--- config.mk ---
export PLATFORM = sky130hd
export DESIGN_NAME = thermal_monitor_serial_regs
export DESIGN_NICKNAME = d
export VERILOG_FILES = /design/src/thermal_pkg.sv /design/src/addr_strap.sv /design/src/conv_timer.sv /design/src/thermal_monitor_serial_regs.sv
export SDC_FILE = /design/constraint.sdc
export NUM_CORES = 1
export LEC_CHECK = 0
export ABC_AREA = 1
export CAP_MARGIN = 30
export CORE_MARGIN = 3
export CORE_UTILIZATION = 30
export DETAILED_ROUTE_END_ITERATION = 12
export DONT_BUFFER_PORTS = 1
export GPL_ROUTABILITY_DRIVEN = 1
export PLACE_DENSITY = 0.52
export SLEW_MARGIN = 20
export SYNTH_ARGS = -nofsm -noshare
export SYNTH_HDL_FRONTEND = slang
export SYNTH_SLANG_ARGS = --single-unit
--- constraint.sdc ---
create_clock -name i_clk -period 1.9 [get_ports i_clk]
set_clock_uncertainty 0.15 [all_clocks]
set_input_delay 0.19 -clock i_clk [delete_from_list [all_inputs] [get_ports i_clk]]
set_output_delay 0.19 -clock i_clk [all_outputs]
set_load 0.02 [all_outputs]
--- src/thermal_pkg.sv ---
package thermal_pkg;
  // ----------------------------------------------------------------
  // Timing
  // ----------------------------------------------------------------
  localparam int CLK_HZ = 100_000_000;
  localparam int CONV_BASE_MS = 125;
  localparam int CONV_BASE_CYCLES = CLK_HZ / 1000 * CONV_BASE_MS;
  localparam logic [2:0] RATE_CODE_MAX = 3'h7;

  // ----------------------------------------------------------------
  // Register pointer values
  // ----------------------------------------------------------------
  localparam logic [7:0] RD_LOCAL = 8'h00;
  localparam logic [7:0] RD_REMOTE = 8'h01;
  localparam logic [7:0] RD_STATUS = 8'h02;
  localparam logic [7:0] RD_CTRL = 8'h03;
  localparam logic [7:0] RD_RATE = 8'h04;
  localparam logic [7:0] RD_LHI = 8'h05;
  localparam logic [7:0] RD_LLO = 8'h06;
  localparam logic [7:0] RD_RHI = 8'h07;
  localparam logic [7:0] RD_RLO = 8'h08;
  localparam logic [7:0] WR_CTRL = 8'h09;
  localparam logic [7:0] WR_RATE = 8'h0A;
  localparam logic [7:0] WR_LHI = 8'h0B;
  localparam logic [7:0] WR_LLO = 8'h0C;
  localparam logic [7:0] WR_RHI = 8'h0D;
  localparam logic [7:0] WR_RLO = 8'h0E;
  localparam logic [7:0] WR_SHOT = 8'h0F;

  // ----------------------------------------------------------------
  // Reset values and fields
  // ----------------------------------------------------------------
  localparam logic [7:0] RST_VALUE = 8'h80;
  localparam logic [7:0] RST_CTRL = 8'h00;
  localparam logic [7:0] RST_RATE = 8'h02;
  localparam logic [7:0] RST_HI = 8'h7F;
  localparam logic [7:0] RST_LO = 8'hC9;
  localparam logic [7:0] RST_PTR = 8'h00;
  localparam logic [7:0] CTRL_USED = 8'hC0;
  localparam int CTRL_MASK_BIT = 7;
  localparam int CTRL_SLEEP_PIN_N_BIT = 6;
  localparam logic [6:0] ALERT_RESP_ADDR = 7'h0C;

  // ----------------------------------------------------------------
  // Address straps
  // ----------------------------------------------------------------
  localparam logic [1:0] STRAP_LOW = 2'h0;
  localparam logic [1:0] STRAP_OPEN = 2'h1;
  localparam logic [1:0] STRAP_HIGH = 2'h2;
  localparam logic [3:0] ADDR_HI_LOW = 4'h3;
  localparam logic [3:0] ADDR_HI_OPEN = 4'h5;
  localparam logic [3:0] ADDR_HI_HIGH = 4'h9;
  localparam logic [2:0] ADDR_LO_BASE_LOW = 3'h0;
  localparam logic [2:0] ADDR_LO_BASE_OPEN = 3'h1;
  localparam logic [2:0] ADDR_LO_BASE_HIGH = 3'h4;

  // ----------------------------------------------------------------
  // Types
  // ----------------------------------------------------------------
  typedef struct packed {
    logic [7:0] local_temp;
    logic [7:0] remote_temp;
    logic sensor_open;
  } meas_s;

  typedef enum logic [2:0] {
    S_IDLE, S_ADDR, S_ACK_ADDR, S_WR, S_ACK_WR, S_RD, S_RD_ACK, S_IGNORE
  } serial_state_e;
endpackage : thermal_pkg

--- src/addr_strap.sv ---
`timescale 1ns/1ns
module addr_strap (
  input wire logic i_clk,
  input wire logic i_srst,
  input wire logic [1:0] i_strap_first,
  input wire logic [1:0] i_strap_second,
  output logic [6:0] o_own_addr,
  output logic o_valid
);
  import thermal_pkg::*;

  typedef struct packed {
    logic valid;
    logic [6:0] addr;
  } strap_state_s;

  strap_state_s st;
  strap_state_s nx;

  // Straps are read once, on the first edge after reset release, never again.
  always_comb begin
    nx = st;
    if (!st.valid) begin
      nx.valid = 1'b1;
      case (i_strap_first)
        STRAP_LOW: nx.addr = {ADDR_HI_LOW, ADDR_LO_BASE_LOW + {1'b0, i_strap_second}};
        STRAP_HIGH: nx.addr = {ADDR_HI_HIGH, ADDR_LO_BASE_HIGH + {1'b0, i_strap_second}};
        default: nx.addr = {ADDR_HI_OPEN, ADDR_LO_BASE_OPEN + {1'b0, i_strap_second}};
      endcase
    end
  end

  always_ff @(posedge i_clk) begin
    if (i_srst) begin
      st <= '0;
    end else begin
      st <= nx;
    end
  end

  assign o_own_addr = st.addr;
  assign o_valid = st.valid;
endmodule : addr_strap

--- src/conv_timer.sv ---
`timescale 1ns/1ns
module conv_timer #(
  parameter int BASE_CYCLES = thermal_pkg::CONV_BASE_CYCLES
) (
  input wire logic i_clk,
  input wire logic i_srst,
  input wire logic i_run,
  input wire logic [2:0] i_rate,
  output logic o_tick
);
  import thermal_pkg::*;

  typedef struct packed {
    logic [31:0] base;
    logic [7:0] div;
    logic tick;
  } timer_state_s;

  timer_state_s st;
  timer_state_s nx;
  logic [7:0] periods;

  // Code 7 gives one base period, each lower code doubles it.
  assign periods = 8'h01 << (RATE_CODE_MAX - i_rate);

  // Counting stops in standby, so the next conversion waits a full period.
  always_comb begin
    nx = st;
    nx.tick = 1'b0;
    if (!i_run) begin
      nx.base = '0;
      nx.div = '0;
    end else if (st.base == 32'(BASE_CYCLES - 1)) begin
      nx.base = '0;
      if (st.div >= periods - 8'h01) begin
        nx.div = '0;
        nx.tick = 1'b1;
      end else begin
        nx.div = st.div + 8'h01;
      end
    end else begin
      nx.base = st.base + 32'h1;
    end
  end

  always_ff @(posedge i_clk) begin
    if (i_srst) begin
      st <= '0;
    end else begin
      st <= nx;
    end
  end

  assign o_tick = st.tick;
endmodule : conv_timer

--- src/thermal_monitor_serial_regs.sv ---
`timescale 1ns/1ns
// How it works
// - Write to pointer 0F starts one measurement in soft standby.
// - Status read never releases the alarm latch.
// - Control bit 6 set stops conversions.
// - Low sleep pin also forces standby.
// - Standby freezes both temperature value registers except for a one-shot result.
// - Control bit 7 masks alarm; bits 5-0 reserved.
// - Rate code divides period, 16 s to 125 ms.
// - Limits readable, writable; strict greater/less compares.
// - One-shot in soft standby converts once, returns.
// - Two three-level straps select slave address.
// - Straps captured once after every reset release.
// - Start, 7-bit address MSB first, direction bit.
// - Matching address acknowledged on ninth clock.
// - Nine clocks per byte; data moves while low.
// - Writes carry one or two bytes; reads one.
// - First write byte loads pointer, second stores.
// - Reads use the retained pointer.
// - Read 00-08 and write 09-0E register map.
// - Flags set latch; status read clears cleared faults.
// - Alert response read returns own address, releases only with no flags set.
module thermal_monitor_serial_regs #(
  parameter int BASE_CYCLES = thermal_pkg::CONV_BASE_CYCLES
) (
  input wire logic i_clk,
  input wire logic i_srst,
  input wire logic i_scl,
  input wire logic i_serial_data_line,
  output logic o_serial_data_line,
  output logic o_serial_data_line_oe,
  input wire logic i_sleep_pin_n,
  input wire logic [1:0] i_addr_strap_first,
  input wire logic [1:0] i_addr_strap_second,
  output logic o_alarm_n,
  output logic o_alarm_n_oe,
  output logic o_conv_start,
  input wire logic i_conv_done,
  input wire thermal_pkg::meas_s i_meas
);
  import thermal_pkg::*;

  // ----------------------------------------------------------------
  // State
  // ----------------------------------------------------------------
  typedef struct packed {
    serial_state_e state;
    logic scl;
    logic sda;
    logic [3:0] cnt;
    logic [7:0] sh;
    logic [1:0] idx;
    logic ara;
    logic sda_oe;
    logic [7:0] ptr;
    logic [7:0] ctrl;
    logic [7:0] rate;
    logic [7:0] lhi;
    logic [7:0] llo;
    logic [7:0] rhi;
    logic [7:0] rlo;
    logic [7:0] lval;
    logic [7:0] rval;
    logic sensor_open;
    logic [4:0] flags;
    logic latch;
    logic busy;
    logic oneshot;
    logic conv_start;
    logic alarm_oe;
  } mon_state_s;

  mon_state_s st;
  mon_state_s nx;
  logic rise;
  logic fall;
  logic start_cond;
  logic stop_cond;
  logic standby;
  logic tick;
  logic [6:0] own_addr;
  logic own_valid;
  logic addr_hit;
  logic own_hit;
  logic ara_hit;
  logic shot_hit;
  logic stat_clear;
  logic ara_release;
  logic [4:0] cond;
  logic [7:0] rx_byte;

  // ----------------------------------------------------------------
  // Helpers
  // ----------------------------------------------------------------
  addr_strap u_strap (
    .i_clk(i_clk),
    .i_srst(i_srst),
    .i_strap_first(i_addr_strap_first),
    .i_strap_second(i_addr_strap_second),
    .o_own_addr(own_addr),
    .o_valid(own_valid)
  );

  conv_timer #(
    .BASE_CYCLES(BASE_CYCLES)
  ) u_timer (
    .i_clk(i_clk),
    .i_srst(i_srst),
    .i_run(!standby),
    .i_rate(st.rate[2:0]),
    .o_tick(tick)
  );

  // Bus edges are judged against the previous sample, so a glitch shorter
  // than one clock is seen only if it lands on an edge.
  assign rise = i_scl && !st.scl;
  assign fall = !i_scl && st.scl;
  assign start_cond = i_scl && st.scl && st.sda && !i_serial_data_line;
  assign stop_cond = i_scl && st.scl && !st.sda && i_serial_data_line;
  assign standby = st.ctrl[CTRL_SLEEP_PIN_N_BIT] || !i_sleep_pin_n;
  assign rx_byte = {st.sh[6:0], i_serial_data_line};
  assign own_hit = own_valid && st.sh[7:1] == own_addr;
  assign ara_hit = st.sh[7:1] == ALERT_RESP_ADDR && st.sh[0] && st.latch;
  assign addr_hit = own_hit || ara_hit;

  // Live limit comparisons on the stored values, signed.
  assign cond[4] = $signed(st.lval) > $signed(st.lhi);
  assign cond[3] = $signed(st.lval) < $signed(st.llo);
  assign cond[2] = $signed(st.rval) > $signed(st.rhi);
  assign cond[1] = $signed(st.rval) < $signed(st.rlo);
  assign cond[0] = st.sensor_open;

  // Register read multiplexer; write addresses and holes read as zero.
  function automatic logic [7:0] reg_read(input mon_state_s s);
    case (s.ptr)
      RD_LOCAL: reg_read = s.lval;
      RD_REMOTE: reg_read = s.rval;
      RD_STATUS: reg_read = {s.busy, s.flags[4:1], s.flags[0], 2'b00};
      RD_CTRL: reg_read = s.ctrl;
      RD_RATE: reg_read = s.rate;
      RD_LHI: reg_read = s.lhi;
      RD_LLO: reg_read = s.llo;
      RD_RHI: reg_read = s.rhi;
      RD_RLO: reg_read = s.rlo;
      default: reg_read = 8'h00;
    endcase
  endfunction : reg_read

  // ----------------------------------------------------------------
  // Serial slave, registers and conversion control
  // ----------------------------------------------------------------
  always_comb begin
    nx = st;
    nx.scl = i_scl;
    nx.sda = i_serial_data_line;
    nx.conv_start = 1'b0;
    shot_hit = 1'b0;
    stat_clear = 1'b0;
    ara_release = 1'b0;
    if (start_cond) begin
      nx.state = S_ADDR;
      nx.cnt = '0;
      nx.idx = '0;
      nx.sda_oe = 1'b0;
    end else if (stop_cond) begin
      nx.state = S_IDLE;
      nx.sda_oe = 1'b0;
    end else begin
      case (st.state)
        S_ADDR: begin
          if (rise) begin
            nx.sh = rx_byte;
            nx.cnt = st.cnt + 4'h1;
          end else if (fall && st.cnt == 4'h8) begin
            nx.ara = ara_hit && !own_hit;
            nx.sda_oe = addr_hit;
            nx.state = addr_hit ? S_ACK_ADDR : S_IGNORE;
          end
        end
        S_ACK_ADDR: begin
          if (fall) begin
            nx.cnt = 4'h1;
            if (st.sh[0]) begin
              // Read data is taken at this edge; the first bit goes out now.
              nx.sh = st.ara ? {own_addr, 1'b0} : reg_read(st);
              nx.sda_oe = !nx.sh[7];
              nx.state = S_RD;
              stat_clear = !st.ara && st.ptr == RD_STATUS;
              ara_release = st.ara;
            end else begin
              nx.cnt = '0;
              nx.sda_oe = 1'b0;
              nx.state = S_WR;
            end
          end
        end
        S_WR: begin
          if (rise) begin
            nx.sh = rx_byte;
            nx.cnt = st.cnt + 4'h1;
          end else if (fall && st.cnt == 4'h8) begin
            nx.sda_oe = 1'b1;
            nx.state = S_ACK_WR;
            if (st.idx == 2'h0) begin
              nx.ptr = st.sh;
              shot_hit = st.sh == WR_SHOT;
            end else if (st.idx == 2'h1) begin
              case (st.ptr)
                WR_CTRL: nx.ctrl = st.sh & CTRL_USED;
                WR_RATE: nx.rate = st.sh;
                WR_LHI: nx.lhi = st.sh;
                WR_LLO: nx.llo = st.sh;
                WR_RHI: nx.rhi = st.sh;
                WR_RLO: nx.rlo = st.sh;
                default: nx.rate = st.rate;
              endcase
            end
          end
        end
        S_ACK_WR: begin
          if (fall) begin
            nx.sda_oe = 1'b0;
            nx.cnt = '0;
            nx.idx = (st.idx == 2'h2) ? st.idx : st.idx + 2'h1;
            nx.state = S_WR;
          end
        end
        S_RD: begin
          if (fall) begin
            if (st.cnt == 4'h8) begin
              nx.sda_oe = 1'b0;
              nx.state = S_RD_ACK;
            end else begin
              nx.sh = {st.sh[6:0], 1'b0};
              nx.sda_oe = !st.sh[6];
              nx.cnt = st.cnt + 4'h1;
            end
          end
        end
        S_RD_ACK: begin
          // One byte per read; whatever the master answers, step aside.
          if (rise) begin
            nx.state = S_IGNORE;
          end
        end
        S_IGNORE: nx.sda_oe = 1'b0;
        S_IDLE: nx.sda_oe = 1'b0;
        default: begin
          nx.state = S_IDLE;
          nx.sda_oe = 1'b0;
        end
      endcase
    end

    // A fault present in this cycle always wins over a clear.
    nx.flags = (stat_clear ? st.flags & cond : st.flags) | cond;
    nx.latch = (ara_release ? 1'b0 : st.latch) | (|st.flags);
    nx.alarm_oe = nx.latch && !nx.ctrl[CTRL_MASK_BIT];

    // Conversion scheduling. Standby aborts a running free conversion.
    if (st.busy && standby && !st.oneshot) begin
      nx.busy = 1'b0;
    end else if (st.busy && i_conv_done) begin
      nx.busy = 1'b0;
      nx.oneshot = 1'b0;
      nx.lval = i_meas.local_temp;
      nx.rval = i_meas.remote_temp;
      nx.sensor_open = i_meas.sensor_open;
    end else if (!st.busy && tick && !standby) begin
      nx.busy = 1'b1;
      nx.conv_start = 1'b1;
    end else if (!st.busy && shot_hit && st.ctrl[CTRL_SLEEP_PIN_N_BIT] && i_sleep_pin_n) begin
      nx.busy = 1'b1;
      nx.oneshot = 1'b1;
      nx.conv_start = 1'b1;
    end
  end

  always_ff @(posedge i_clk) begin
    if (i_srst) begin
      st <= '0;
      st.state <= S_IDLE;
      st.scl <= 1'b1;
      st.sda <= 1'b1;
      st.ptr <= RST_PTR;
      st.ctrl <= RST_CTRL;
      st.rate <= RST_RATE;
      st.lhi <= RST_HI;
      st.llo <= RST_LO;
      st.rhi <= RST_HI;
      st.rlo <= RST_LO;
      st.lval <= RST_VALUE;
      st.rval <= RST_VALUE;
    end else begin
      st <= nx;
    end
  end

  // The data and alarm pins only ever pull low.
  assign o_serial_data_line = 1'b0;
  assign o_serial_data_line_oe = st.sda_oe;
  assign o_alarm_n = 1'b0;
  assign o_alarm_n_oe = st.alarm_oe;
  assign o_conv_start = st.conv_start;
endmodule : thermal_monitor_serial_regs

==> results.json <==
{
  "criticalPathCategory": "reg2reg",
  "pin_count": 32,
  "async_flop_share": 0,
  "cap_violations": 0,
  "postRouteAntennaNets": 0,
  "rsz0062_at_grt": "yes",
  "stdcell_count": 1736,
  "clock_path_buffers": 2,
  "vias_per_cell": 4.73,
  "worst_slew_margin_rel": 0.638,
  "cts_num_sinks": 147,
  "drt_iter0_drc": 514,
  "gp_congestion": 0.919,
  "vias": 8207,
  "synth_area_per_cell_sq_um": 7.02,
  "ys_seq_elements": 147,
  "n_fill_cell": 2798,
  "ir_drop_uv": 624,
  "worst_slack_ns": 0.0569,
  "clkTransAtPathRegs_ns": 0.07,
  "power_density_nw_per_um2": 832,
  "rows": 60,
  "syn_inst": 1197,
  "drive_gt1_frac": 0.276,
  "hp-class": "in2reg",
  "final_max_slew_viol_count": 0,
  "hpwl_microns": 19500,
  "period_share": 0.970,
  "numCtsBuffers": 17,
  "antenna_found_initial": 0,
  "path_max_fanout": 5,
  "route.final.wire_length_microns": 25500,
  "cp_cell_sequence": "inv_2, nand2_1, nor2_2, nand3_2, nor4_2, buf_4, clkinvlp_4, a22oi_2, a21oi_1",
  "crit_family": "simple AND/OR/NAND/NOR gates",
  "critPathSlowestCell": "dfxtp_2",
  "layout.nets": 1424,
  "hold_violations": 0,
  "synth_area_sq_um": 8410,
  "power_leakage_uw": 0.00513,
  "start_util": 0.308,
  "wl_per_cell_microns": 14.7,
  "grt_max_degree": 48,
  "die_area_sq_um": 30100,
  "synth-seq-area-share": 0.350,
  "route.detailed.drc": 0,
  "chipWidth_microns": 173,
  "setup_viol": 0,
  "ys_types": 49,
  "ys_warn_count": 0,
  "io_buffers": 0,
  "global_route.overflow_total": 0,
  "slowest_delay_ns": 0.35,
  "area_growth_pct": 35.6,
  "clk_latency_ns": 0.44,
  "outcome": "finished clean",
  "fmax_mhz": 543,
  "synth_edf_count": 0,
  "core_sq_um": 27300,
  "fin_crit_ns": 1.84,
  "worst-slew-pin-transition_ns": 0.543,
  "grt_first_pass_wirelength_microns": 40800,
  "track_usage": 0.168,
  "ys.flop_type": "dfxtp_1",
  "drt_pre_antenna_iters": 5,
  "die_y_microns": 173,
  "required_ns": 2.06,
  "grt_pass1_vias": 7773,
  "dpl.cell_count": 1650,
  "worst-path-buf-inv": 3,
  "cp.arrival_ns": 2.01,
  "rrSetupSlack_ns": 0.06,
  "htree_levels": 4,
  "dp_slack_ns": -0.109,
  "antennaDiodeCount": 0,
  "cp-end-kind": "flip-flop",
  "cts_tree": "yes",
  "cts_root_buf": "clkbuf_16",
  "start_kind": "flip-flop"
}
## synthesized netlist by cell type, types with 9 or more instances
library cell	count	share of area
dfxtp_1	147	0.35
o21ai_1	11	0.0065
nand3_2	10	0.012
nand3_1	64	0.038
nor2_2	11	0.0082
nand2_2	9	0.0067
inv_1	159	0.071
ha_1	46	0.068
inv_2	18	0.0080
o21ai_0	73	0.043
a211oi_1	13	0.012
a21oi_1	90	0.054
nor3_1	35	0.021
nor2_4	9	0.012
nand2_1	214	0.096
o211ai_1	22	0.020
clkbuf_1	13	0.0058
nor2_1	140	0.063
nand4_1	14	0.010
xor2_1	16	0.017
## layout make-up
type / instances / area (sq um) / share of cell area
inverters: 180 / 689 / 0.0605
flip-flops and latches: 147 / 2970 / 0.261
clock buffers: 17 / 425 / 0.0373
repair buffers: 167 / 1500 / 0.131
multi-input cells: 838 / 5160 / 0.452
well taps: 372 / 465 / 0.0408
clock inverters: 15 / 195 / 0.0171
## cell families after synthesis
| family | synth area share |
|---|---|
| muxes | 0.00253 |
| xor gates and xnor gates | 0.0198 |
| buffers and inverters | 0.103 |
| DFF | 0.350 |
| and+or+nand+nor | 0.303 |
| adders and majority gates | 0.0685 |
| other | 0.000893 |
| AOI/OAI and AO/OA | 0.152 |
## per-layer routing
layer	vias to the layer above	GRT usage	routed length, microns
li1	4246	-	-
met1	3800	0.231	12400
met2	128	0.272	11800
met3	33	0.0226	715
met4	0	0.0530	585
met5	-	0	0
## registers in the layout, indices dropped and copies added (netlist names)
register and cells:
o_serial_data_line_oe 1, rx_byte 7, o_conv_start 1, st 87
u_timer.o_tick 1, u_strap.o_valid 1, u_strap.o_own_addr 7, cond 1
u_timer.st 40, o_alarm_n_oe 1
## per-stage QoR
step / util / hold WS (ns) / setup TNS (ns) / power [uW] / instance area, sq um
2_1_floorplan: - / 0.146 / 0 / 4700 / 8410
3_3_place_gp: 0.353 / 0.123 / -0.667 / 5520 / 9610
3_5_place_dp: 0.353 / 0.125 / -0.935 / 5520 / 9610
4_1_cts: 0.389 / 0.103 / -0.0256 / 9240 / 10600
5_1_grt: 0.418 / 0.0741 / -0.799 / 9960 / 11400
6_report: 0.418 / 0.0527 / 0 / 9490 / 11400
## worst min-delay path, cell delays in order
cell and delay [ns]:
dlymetal6s4s_1 0.26, inv_1 0.10, nand2_1 0.06
## cells in the final DEF (no fill, tap or decap), types with 22 or more instances in the layout
cell type	count
nor2_2	23
nand2_1	186
dlygate4sd3_1	27
nor3_1	29
o211ai_1	22
a21oi_1	81
o21ai_0	61
inv_1	146
buf_4	120
ha_1	43
nor2_1	116
inv_2	29
nand3_1	52
dfxtp_1	125
nand2_2	26
## report_power, final
part	leakage, uW	switching (uW)	internal (uW)	total [uW]
combinational	0.00363	1490	971	2460
clock	0.000303	1500	2110	3610
sequential	0.00120	184	3240	3430
## repair_timing
| item | 4_1_cts | 5_1_grt |
|---|---|---|
| endpoints found under the hold margin | 71 | 0 |
| setup endpoints to repair | 39 | 117 |
| hold buffers | 29 | 0 |
| buffers inserted | 2 | 25 |
| pin swaps | 7 | 44 |
| cloned | 0 | 1 |
| resized for setup | 12 | 185 |
## worst paths after layout
kind                                    startpoint     end  cells past startpoint
worst min register to register               st[2]   st[2]                      2
worst max register to register              st[75]   st[8]                      9
worst max-delay path                        st[75]   st[8]                      9
worst min-delay path            i_serial_data_line  st[99]                      3
Note: power is estimated with default switching activity, not from simulation.
